## src/design/slf_pkg.sv

```systemverilog
package slf_pkg;

  // ----------------------------------------------------------------
  // Register offsets
  // ----------------------------------------------------------------
  localparam logic [7:0] ADDR_LOOP_PHASE_CONTROL       = 8'h23;
  localparam logic [7:0] ADDR_FILTER_SERIES_RESISTANCE = 8'h24;
  localparam logic [7:0] ADDR_FILTER_MAIN_CAPACITANCE  = 8'h25;
  localparam logic [7:0] ADDR_FILTER_POLE_RESISTANCE   = 8'h26;
  localparam logic [7:0] ADDR_FILTER_POLE_CAPACITANCE  = 8'h27;
  localparam logic [7:0] ADDR_CALIBRATION_WAIT_CONTROL = 8'h2A;
  localparam logic [7:0] ADDR_NONVOLATILE_CONTROL      = 8'h31;

  // ----------------------------------------------------------------
  // Field positions
  // ----------------------------------------------------------------
  localparam int PUMP_PHASE_LSB    = 4;
  localparam int PUMP_PHASE_MSB    = 6;
  localparam int THIRD_POLE_BIT    = 2;
  localparam int CLSD_WAIT_LSB     = 2;
  localparam int CLSD_WAIT_MSB     = 3;
  localparam int OSC_WAIT_LSB      = 0;
  localparam int OSC_WAIT_MSB      = 1;
  localparam int LOAD_TRIGGER_BIT  = 3;

  // Writable bits of each register; the rest read as zero
  localparam logic [7:0] LOOP_MASK   = 8'h77;
  localparam logic [7:0] SERIES_MASK = 8'hFF;
  localparam logic [7:0] MAINC_MASK  = 8'h07;
  localparam logic [7:0] POLER_MASK  = 8'h7F;
  localparam logic [7:0] POLEC_MASK  = 8'h07;
  localparam logic [7:0] CAL_MASK    = 8'h0F;

  // ----------------------------------------------------------------
  // Reset values
  // ----------------------------------------------------------------
  localparam logic [7:0] LOOP_RST   = 8'h03;
  localparam logic [7:0] SERIES_RST = 8'h08;
  localparam logic [7:0] MAINC_RST  = 8'h00;
  localparam logic [7:0] POLER_RST  = 8'h00;
  localparam logic [7:0] POLEC_RST  = 8'h00;
  localparam logic [7:0] CAL_RST    = 8'h09;

  // Number of registers restored from non-volatile memory
  localparam int          NV_REGS  = 6;
  localparam logic [2:0]  NV_LAST  = 3'h5;

  // ----------------------------------------------------------------
  // Settle timing
  // ----------------------------------------------------------------
  localparam int CLK_KHZ = 20000;
  localparam int CNT_W   = 18;
  localparam int OSC_US0  = 20;
  localparam int OSC_US1  = 400;
  localparam int OSC_US2  = 4000;
  localparam int OSC_US3  = 10000;
  localparam int CLSD_US0 = 150;
  localparam int CLSD_US1 = 300;
  localparam int CLSD_US2 = 500;
  localparam int CLSD_US3 = 2000;
  localparam int OSC_CYC0  = OSC_US0 * CLK_KHZ / 1000;
  localparam int OSC_CYC1  = OSC_US1 * CLK_KHZ / 1000;
  localparam int OSC_CYC2  = OSC_US2 * CLK_KHZ / 1000;
  localparam int OSC_CYC3  = OSC_US3 * CLK_KHZ / 1000;
  localparam int CLSD_CYC0 = CLSD_US0 * CLK_KHZ / 1000;
  localparam int CLSD_CYC1 = CLSD_US1 * CLK_KHZ / 1000;
  localparam int CLSD_CYC2 = CLSD_US2 * CLK_KHZ / 1000;
  localparam int CLSD_CYC3 = CLSD_US3 * CLK_KHZ / 1000;

  // Calibration sequencer states
  typedef enum logic [1:0] {
    CAL_IDLE,
    CAL_OSC,
    CAL_CLSD
  } slf_cal_e;

endpackage

```

## src/design/slf_settle_if.sv

```systemverilog
`timescale 1ns/1ps
interface slf_settle_if;
  import slf_pkg::*;

  logic             load;
  logic [CNT_W-1:0] load_count;
  logic             done;

  modport ctl (output load, output load_count, input done);
  modport tmr (input load, input load_count, output done);
endinterface

```

## src/design/slf_settle_timer.sv

```systemverilog
`timescale 1ns/1ps
module slf_settle_timer
  import slf_pkg::*;
(
  input  wire logic clk_sys,
  input  wire logic rst,
  slf_settle_if.tmr tmr
);

  typedef struct packed {
    logic [CNT_W-1:0] count;
    logic             done;
  } slf_tmr_s;

  slf_tmr_s cur;
  slf_tmr_s nxt;

  // ----------------------------------------------------------------
  // Down counter
  // ----------------------------------------------------------------
  // Done pulses one cycle after the count reaches one, so an interval
  // never ends early
  always_comb
  begin
    nxt      = cur;
    nxt.done = 1'b0;
    if (tmr.load)
    begin
      nxt.count = tmr.load_count;
    end
    else if (cur.count != '0)
    begin
      nxt.count = cur.count - 1'b1;
      nxt.done  = (cur.count == CNT_W'(1));
    end
  end

  always_ff @(posedge clk_sys)
  begin
    if (rst)
      cur <= '0;
    else
      cur <= nxt;
  end

  assign tmr.done = cur.done;

endmodule

```

## src/design/slf_loop_regs.sv

```systemverilog
`timescale 1ns/1ps
// Contract
// - Pump phase offset: loop control bits 6:4, read-write, resets to zero.
// - Codes 1-3 select delays for 100 MHz detector, 4-7 for 50 MHz.
// - Loop control bit 2 enables third pole capacitor, resets to 0.
// - Series resistance is a full 8-bit read-write code, resetting to 0x08.
// - Main capacitance code bits 2:0, read-write, reset zero; 5 pF + 50 pF per step.
// - Pole resistance code bits 6:0, read-write, resets to 0x00.
// - Pole capacitance code bits 2:0, read-write, reset zero; 5 pF per step.
// - Closed-loop settle wait bits 3:2, resets 0x2; 150/300/500/2000 us.
// - Oscillator settle wait bits 1:0, resets 0x1; 20/400/4000/10000 us.
// - Reset or load trigger copies non-volatile contents; trigger self-clears; reads blocked.
module slf_loop_regs
  import slf_pkg::*;
#(
  parameter int unsigned OSC_CYCLES0  = OSC_CYC0,
  parameter int unsigned OSC_CYCLES1  = OSC_CYC1,
  parameter int unsigned OSC_CYCLES2  = OSC_CYC2,
  parameter int unsigned OSC_CYCLES3  = OSC_CYC3,
  parameter int unsigned CLSD_CYCLES0 = CLSD_CYC0,
  parameter int unsigned CLSD_CYCLES1 = CLSD_CYC1,
  parameter int unsigned CLSD_CYCLES2 = CLSD_CYC2,
  parameter int unsigned CLSD_CYCLES3 = CLSD_CYC3
)
(
  input  wire logic       clk_sys,
  input  wire logic       rst,
  input  wire logic [7:0] reg_addr,
  input  wire logic       reg_wr,
  input  wire logic       reg_rd,
  input  wire logic [7:0] reg_wdata,
  output logic      [7:0] reg_rdata,
  output logic            reg_rvalid,
  output logic            reg_busy,
  output logic            nv_req,
  output logic      [2:0] nv_index,
  input  wire logic       nv_ack,
  input  wire logic [7:0] nv_data,
  input  wire logic       cal_start,
  output logic            cal_busy,
  output logic            loop_settled,
  output logic      [2:0] pump_phase_offset,
  output logic            third_pole_cap_enable,
  output logic      [7:0] series_resistance_code,
  output logic      [2:0] main_capacitance_code,
  output logic      [6:0] pole_resistance_code,
  output logic      [2:0] pole_capacitance_code,
  output logic      [1:0] closed_loop_settle_wait,
  output logic      [1:0] oscillator_settle_wait
);

  typedef struct packed {
    logic [7:0]       loop_ctl;
    logic [7:0]       series_r;
    logic [7:0]       main_c;
    logic [7:0]       pole_r;
    logic [7:0]       pole_c;
    logic [7:0]       cal_ctl;
    logic             load_trigger;
    logic             copying;
    logic [2:0]       copy_idx;
    logic             nv_req;
    logic [7:0]       rdata;
    logic             rvalid;
    slf_cal_e         cal_state;
    logic             tmr_load;
    logic [CNT_W-1:0] tmr_count;
    logic             settled;
    logic             cal_busy;
  } slf_regs_s;

  slf_regs_s cur;
  slf_regs_s next_st;

  slf_settle_if settle ();

  // ----------------------------------------------------------------
  // Settle interval lookup
  // ----------------------------------------------------------------
  // Parameters allow a simulation to shrink the long intervals
  function automatic logic [CNT_W-1:0] osc_cycles(input logic [1:0] code);
    logic [CNT_W-1:0] c;
    unique case (code)
      2'h0: c = CNT_W'(OSC_CYCLES0);
      2'h1: c = CNT_W'(OSC_CYCLES1);
      2'h2: c = CNT_W'(OSC_CYCLES2);
      2'h3: c = CNT_W'(OSC_CYCLES3);
    endcase
    return c;
  endfunction

  function automatic logic [CNT_W-1:0] clsd_cycles(input logic [1:0] code);
    logic [CNT_W-1:0] c;
    unique case (code)
      2'h0: c = CNT_W'(CLSD_CYCLES0);
      2'h1: c = CNT_W'(CLSD_CYCLES1);
      2'h2: c = CNT_W'(CLSD_CYCLES2);
      2'h3: c = CNT_W'(CLSD_CYCLES3);
    endcase
    return c;
  endfunction

  // ----------------------------------------------------------------
  // Register write helper
  // ----------------------------------------------------------------
  // Same path serves host writes and the non-volatile copy; reserved
  // bits are masked off so they always read back as zero
  function automatic slf_regs_s store(input slf_regs_s s, input logic [7:0] addr,
                                      input logic [7:0] d);
    slf_regs_s r;
    r = s;
    unique case (addr)
      ADDR_LOOP_PHASE_CONTROL:       r.loop_ctl = d & LOOP_MASK;
      ADDR_FILTER_SERIES_RESISTANCE: r.series_r = d & SERIES_MASK;
      ADDR_FILTER_MAIN_CAPACITANCE:  r.main_c   = d & MAINC_MASK;
      ADDR_FILTER_POLE_RESISTANCE:   r.pole_r   = d & POLER_MASK;
      ADDR_FILTER_POLE_CAPACITANCE:  r.pole_c   = d & POLEC_MASK;
      ADDR_CALIBRATION_WAIT_CONTROL: r.cal_ctl  = d & CAL_MASK;
      default:                       r = s;
    endcase
    return r;
  endfunction

  // Copy order follows the register offsets; indexes 6 and 7 never
  // occur, so they map to no register
  function automatic logic [7:0] copy_addr(input logic [2:0] idx);
    logic [7:0] a;
    unique case (idx)
      3'h0:    a = ADDR_LOOP_PHASE_CONTROL;
      3'h1:    a = ADDR_FILTER_SERIES_RESISTANCE;
      3'h2:    a = ADDR_FILTER_MAIN_CAPACITANCE;
      3'h3:    a = ADDR_FILTER_POLE_RESISTANCE;
      3'h4:    a = ADDR_FILTER_POLE_CAPACITANCE;
      3'h5:    a = ADDR_CALIBRATION_WAIT_CONTROL;
      default: a = 8'h00;
    endcase
    return a;
  endfunction

  // ----------------------------------------------------------------
  // Next-state logic
  // ----------------------------------------------------------------
  always_comb
  begin
    next_st          = cur;
    next_st.rvalid   = 1'b0;
    next_st.tmr_load = 1'b0;

    // Non-volatile copy; host writes are dropped so the restored image
    // cannot be half overwritten
    if (cur.copying)
    begin
      if (nv_ack)
      begin
        next_st = store(next_st, copy_addr(cur.copy_idx), nv_data);
        if (cur.copy_idx == NV_LAST)
        begin
          next_st.copying      = 1'b0;
          next_st.nv_req       = 1'b0;
          next_st.load_trigger = 1'b0;
        end
        else
        begin
          next_st.copy_idx = cur.copy_idx + 3'h1;
        end
      end
    end
    // Host write; a load trigger starts a fresh copy
    else if (reg_wr)
    begin
      next_st = store(next_st, reg_addr, reg_wdata);
      if (reg_addr == ADDR_NONVOLATILE_CONTROL && reg_wdata[LOAD_TRIGGER_BIT])
      begin
        next_st.load_trigger = 1'b1;
        next_st.copying      = 1'b1;
        next_st.copy_idx     = 3'h0;
        next_st.nv_req       = 1'b1;
      end
    end

    // Register read; refused while the copy runs, and a refused read
    // leaves reg_rdata holding the last answer
    if (reg_rd && !cur.copying)
    begin
      next_st.rvalid = 1'b1;
      unique case (reg_addr)
        ADDR_LOOP_PHASE_CONTROL:       next_st.rdata = cur.loop_ctl;
        ADDR_FILTER_SERIES_RESISTANCE: next_st.rdata = cur.series_r;
        ADDR_FILTER_MAIN_CAPACITANCE:  next_st.rdata = cur.main_c;
        ADDR_FILTER_POLE_RESISTANCE:   next_st.rdata = cur.pole_r;
        ADDR_FILTER_POLE_CAPACITANCE:  next_st.rdata = cur.pole_c;
        ADDR_CALIBRATION_WAIT_CONTROL: next_st.rdata = cur.cal_ctl;
        ADDR_NONVOLATILE_CONTROL:
          next_st.rdata = {4'h0, cur.load_trigger, 3'h0};
        default:                       next_st.rdata = 8'h00;
      endcase
    end

    // Calibration: oscillator settle first, then closed-loop settle
    unique case (cur.cal_state)
      CAL_IDLE:
      begin
        if (cal_start && !cur.copying)
        begin
          next_st.settled   = 1'b0;
          next_st.cal_state = CAL_OSC;
          next_st.tmr_load  = 1'b1;
          next_st.tmr_count =
            osc_cycles(cur.cal_ctl[OSC_WAIT_MSB:OSC_WAIT_LSB]);
        end
      end
      CAL_OSC:
      begin
        if (settle.done)
        begin
          next_st.cal_state = CAL_CLSD;
          next_st.tmr_load  = 1'b1;
          next_st.tmr_count =
            clsd_cycles(cur.cal_ctl[CLSD_WAIT_MSB:CLSD_WAIT_LSB]);
        end
      end
      CAL_CLSD:
      begin
        if (settle.done)
        begin
          next_st.cal_state = CAL_IDLE;
          next_st.settled   = 1'b1;
        end
      end
      // Unused code; fall back to idle rather than hang the sequencer
      default:
      begin
        next_st.cal_state = CAL_IDLE;
      end
    endcase

    // Busy kept as its own flop so the output is no decode
    next_st.cal_busy = (next_st.cal_state != CAL_IDLE);
  end

  // ----------------------------------------------------------------
  // State register
  // ----------------------------------------------------------------
  // Reset loads the default image, then a copy starts at once;
  // the reset branch holds constants only
  always_ff @(posedge clk_sys)
  begin
    if (rst)
    begin
      cur           <= '0;
      cur.loop_ctl  <= LOOP_RST;
      cur.series_r  <= SERIES_RST;
      cur.main_c    <= MAINC_RST;
      cur.pole_r    <= POLER_RST;
      cur.pole_c    <= POLEC_RST;
      cur.cal_ctl   <= CAL_RST;
      cur.copying   <= 1'b1;
      cur.nv_req    <= 1'b1;
      cur.cal_state <= CAL_IDLE;
      cur.cal_busy  <= 1'b0;
    end
    else
    begin
      cur <= next_st;
    end
  end

  // ----------------------------------------------------------------
  // Settle timer
  // ----------------------------------------------------------------
  // Load is a one-cycle pulse from the sequencer
  assign settle.load       = cur.tmr_load;
  assign settle.load_count = cur.tmr_count;

  // One timer serves both waits; the sequencer reloads it between phases
  slf_settle_timer u_timer (
    .clk_sys (clk_sys),
    .rst     (rst),
    .tmr     (settle.tmr)
  );

  // ----------------------------------------------------------------
  // Outputs, all straight from state flops
  // ----------------------------------------------------------------
  assign reg_rdata               = cur.rdata;
  assign reg_rvalid              = cur.rvalid;
  assign reg_busy                = cur.copying;
  assign nv_req                  = cur.nv_req;
  assign nv_index                = cur.copy_idx;
  assign cal_busy                = cur.cal_busy;
  assign loop_settled            = cur.settled;
  // Analog decodes the delay tables from these codes
  assign pump_phase_offset       = cur.loop_ctl[PUMP_PHASE_MSB:PUMP_PHASE_LSB];
  assign third_pole_cap_enable   = cur.loop_ctl[THIRD_POLE_BIT];
  assign series_resistance_code  = cur.series_r;
  assign main_capacitance_code   = cur.main_c[2:0];
  assign pole_resistance_code    = cur.pole_r[6:0];
  assign pole_capacitance_code   = cur.pole_c[2:0];
  assign closed_loop_settle_wait = cur.cal_ctl[CLSD_WAIT_MSB:CLSD_WAIT_LSB];
  assign oscillator_settle_wait  = cur.cal_ctl[OSC_WAIT_MSB:OSC_WAIT_LSB];

endmodule

```

## config.mk

```make
export PLATFORM = sky130hd
export DESIGN_NAME = slf_loop_regs
export DESIGN_NICKNAME = d
export VERILOG_FILES = /design/src/design/slf_pkg.sv /design/src/design/slf_settle_if.sv /design/src/design/slf_settle_timer.sv /design/src/design/slf_loop_regs.sv
export SDC_FILE = /design/constraint.sdc
export NUM_CORES = 1
export LEC_CHECK = 0
export BUFFER_PORTS_ARGS = -buffer_cell sky130_fd_sc_hd__buf_4
export CAP_MARGIN = 20
export CORE_MARGIN = 3
export CORE_UTILIZATION = 25
export DETAILED_ROUTE_END_ITERATION = 16
export PLACE_DENSITY = 0.43
export SETUP_SLACK_MARGIN = 0.4
export SYNTH_ARGS = -nofsm -noshare
export SYNTH_HDL_FRONTEND = slang
export SYNTH_SLANG_ARGS = --single-unit
```

## constraint.sdc

```tcl
create_clock -name clk_sys -period 2.21 [get_ports clk_sys]
set_input_delay 0.3315 -clock clk_sys [delete_from_list [all_inputs] [get_ports clk_sys]]
set_output_delay 0.3315 -clock clk_sys [all_outputs]
set_load 0.03 [all_outputs]
```

==> run_results.csv <==
group,metric,value,unit
run_status,status,"completed",
worst_setup_path,timing.critical_path.from_type,"flop",
layout,nets,638,
worst_setup_path,required,2.46,ns
detailed_routing,drc,0,
clock_network,cts.sinks,84,
floorplan,fp.coreArea,17500,um^2
worst_setup_path,ff2ff_setup_slack,0.32,ns
timing,finalCritPeriodShare,0.857,
timing,hold_viol_final,0,
global_routing,initial_antenna_violation_count,0,
worst_setup_path,worst_setup_path_end_kind,"flop",
power_and_ir_drop,power-per-cell-area,960,nW/um^2
synthesis,synth.top_cells.by_area,"dfxtp_1 (37%), buf_4 (6.5%), nor2_1 (5.2%)",
worst_setup_path,critPathKind,"flop to flop",
clock_network,cts_max_path_buffers,2,
layout,antenna-diode-count,0,
floorplan,die_h,141,um
floorplan,full_die_area,19800,um^2
floorplan,boundary_pin_count,75,
place,dpl.cell_count,781,
place,post-dp-hpwl,9.84,mm
power_and_ir_drop,report.power.total,0.00562,W
timing,setup_repair_after_global_routing_missed_its_margin,"yes",
detailed_routing,first_pass_iters,4,
layout,area_delta_synth_final,29.2,%
clock_network,clkTransAtPathRegs,0.06,ns
detailed_routing,postRouteAntennaNets,0,
clock_network,cts_tree,"yes",
synthesis,synthArstFlopShare,0,
timing,finalSetupTns,0,ns
timing,clock.fmax,528,MHz
power_and_ir_drop,power.ir.vdd_worst,0.472,mV
clock_network,cts_root_buffer,"clkbuf_16",
synthesis,synth.avg_cell_area,8.61,um^2
timing,timing.slew.headroom,0.583,
place,finalWeightedCongestion,0.789,
clock_network,later_pin_clock_latency_in_the_skew_report,0.34,ns
detailed_routing,drt-wirelength-per-cell,16.3,um
timing,timing.final.crit_period,1.89,ns
global_routing,global_route.overflow_total,0,
clock_network,cts_hold_repair.buffers,0,
detailed_routing,drt_iter0_drc,202,
synthesis,synth_enable_flop_cells,0,
synthesis,yosys_most_used_dff,"dfxtp_1",
timing,slew_viol_final,0,
job,maxCapViolations,0,
clock_network,clock_tree.htree_level_count,3,
synthesis,netlist-cell-type-count,63,
worst_hold_path,min-delay-path-class,"input pin to flop",
detailed_routing,vias,3969,
layout,fin_util,0.334,
synthesis,post_synth_inst_count,527,
timing,holdWs,0.236,ns
synthesis,yosys_register_bits,84,
synthesis,ys_seq_area_frac,0.371,
layout,share_of_post_route_cells_with_drive_strength_above_1,0.327,
synthesis,mappedNetlistNets,575,
synthesis,synth_warnings,0,
worst_setup_path,worst-path-max-fanout,4,
timing,timing_worst_slew_pin_value,0.625,ns
synthesis,yosysTopAreaCellShare,0.371,
worst_setup_path,critical_path_arrival,2.15,ns
clock_network,numCtsBuffers,9,
global_routing,maximum_number_of_pins_on_one_net_before_global_route_repair,47,
synthesis,post_synthesis_instance_area,4540,um^2
layout,fillCellCount,1830,
timing,report.final.setup_viol,0,
global_routing,grt_pass1_vias,3823,
global_routing,grt_pass1_wl,20.5,mm
floorplan,floorplan.die.width,141,um
timing,finClkSkew,0.00431,ns
global_routing,grt_usage,0.130,
detailed_routing,vias_per_cell,4.85,
power_and_ir_drop,cellLeakagePower,2.31,nW
floorplan,num_rows,48,
layout,finalNonFillerCells,818,
floorplan,initial_core_util,0.259,
synthesis,yosysTopAreaCell,"dfxtp_1",
place,placement.io_buffers,74,
detailed_routing,route.final.wire_length,13.3,mm
[cell usage after synthesis (all sizes together) (7+ instances only)]
master and count:
a211oi 13, a21oi 29, a22o 15, a22oi 9, buf 46, clkbuf 18, dfxtp 84, ha 18
inv 14, mux2i 18, nand2 34, nand2b 12, nand3 7, nand3b 7, nor2 64, nor2b 10
nor3 25, nor4 8, o21ai 18, o31ai 8, xnor2 7
[final timing paths]
path                                             endpoint       startpoint  cells after the start
worst max register to register            u_timer.cur[14]  u_timer.cur[18]                      6
worst min-delay path            series_resistance_code[7]              rst                      2
worst max-delay path                      u_timer.cur[14]  u_timer.cur[18]                      6
worst min register to register               reg_rdata[1]     reg_rdata[1]                      2
[worst max-delay path: stages, from the launching register on]
cell	delay, ns
dfxtp_4	0.35
or4_4	0.59
nor4_4	0.31
buf_6	0.17
nor4_4	0.04
xnor2_1	0.13
a211oi_1	0.21
[layer usage]
metal | up-vias | track usage | part of all wire
li1 | 1982 | - | -
met1 | 1900 | 0.188 | 0.50
met2 | 77 | 0.192 | 0.44
met3 | 10 | 0.0241 | 0.045
met4 | 0 | 0.0474 | 0.013
met5 | - | 0 | 0
[stage by stage]
step | worst slack [ns] | area [um^2]
6_report | 0.317 | 5860
5_1_grt | 0.225 | 5860
4_1_cts | 0.274 | 5550
3_5_place_dp | 0.164 | 5130
3_3_place_gp | 0.207 | 5130
2_1_floorplan | 0.342 | 4580
[timing repair]
| item | CTS | global route |
|---|---|---|
| endpoints found under the setup margin | 31 | 44 |
| pin swaps | 11 | 20 |
| resized for setup | 15 | 43 |
| cloned | 0 | 1 |
| buffers inserted | 10 | 12 |
[area by class of cell]
cell class / count / area, um^2 / share of cell area
Inverter: 15 / 56.3 / 0.00961
Sequential cell: 84 / 1700 / 0.290
Clock buffer: 12 / 267 / 0.0455
Timing Repair Buffer: 116 / 896 / 0.153
Multi-Input combinational cell: 364 / 2650 / 0.452
Clock inverter: 2 / 10.0 / 0.00171
Tap cell: 225 / 282 / 0.0481
[state kept, by name, summed over array words and instances (netlist names), 2 cells and up]
register / cells
u_timer.cur: 18
oscillator_settle_wait: 2
cur: 5
nv_index: 3
pole_resistance_code: 7
series_resistance_code: 8
closed_loop_settle_wait: 2
main_capacitance_code: 3
pump_phase_offset: 3
reg_rdata: 8
pole_capacitance_code: 3
settle.load_count: 14
[cell usage in the layout, fill, tap and decap left out, drive strengths merged, types with 12 or more instances in the layout]
master / count
o21ai: 18
nor2: 64
nor3: 25
ha: 18
nand2: 34
inv: 14
nand2b: 12
mux2i: 18
dfxtp: 84
a22o: 15
buf: 116
a21oi: 29
a211oi: 13
clkbuf: 12
[power breakdown]
part / leakage (nW) / switching, W / total, W / internal [W]
sequential: 0.684 / 0.000190 / 0.00187 / 0.00168
clock: 0.140 / 0.000579 / 0.00142 / 0.000837
combinational: 1.48 / 0.00118 / 0.00234 / 0.00116
total: 2.31 / 0.00195 / 0.00562 / 0.00368
[cells by family (layout without fill, tap and decap cells)]
group,after synthesis,count (layout),share of synthesized area
mux,18,18,0.0397
simple gates,197,197,0.230
buf+inv,79,145,0.105
xor+xnor,9,9,0.0174
compound gates,122,122,0.187
fa+ha+maj,18,18,0.0497
flops,84,84,0.371
No activity file was read; power rests on OpenSTA's default activity.
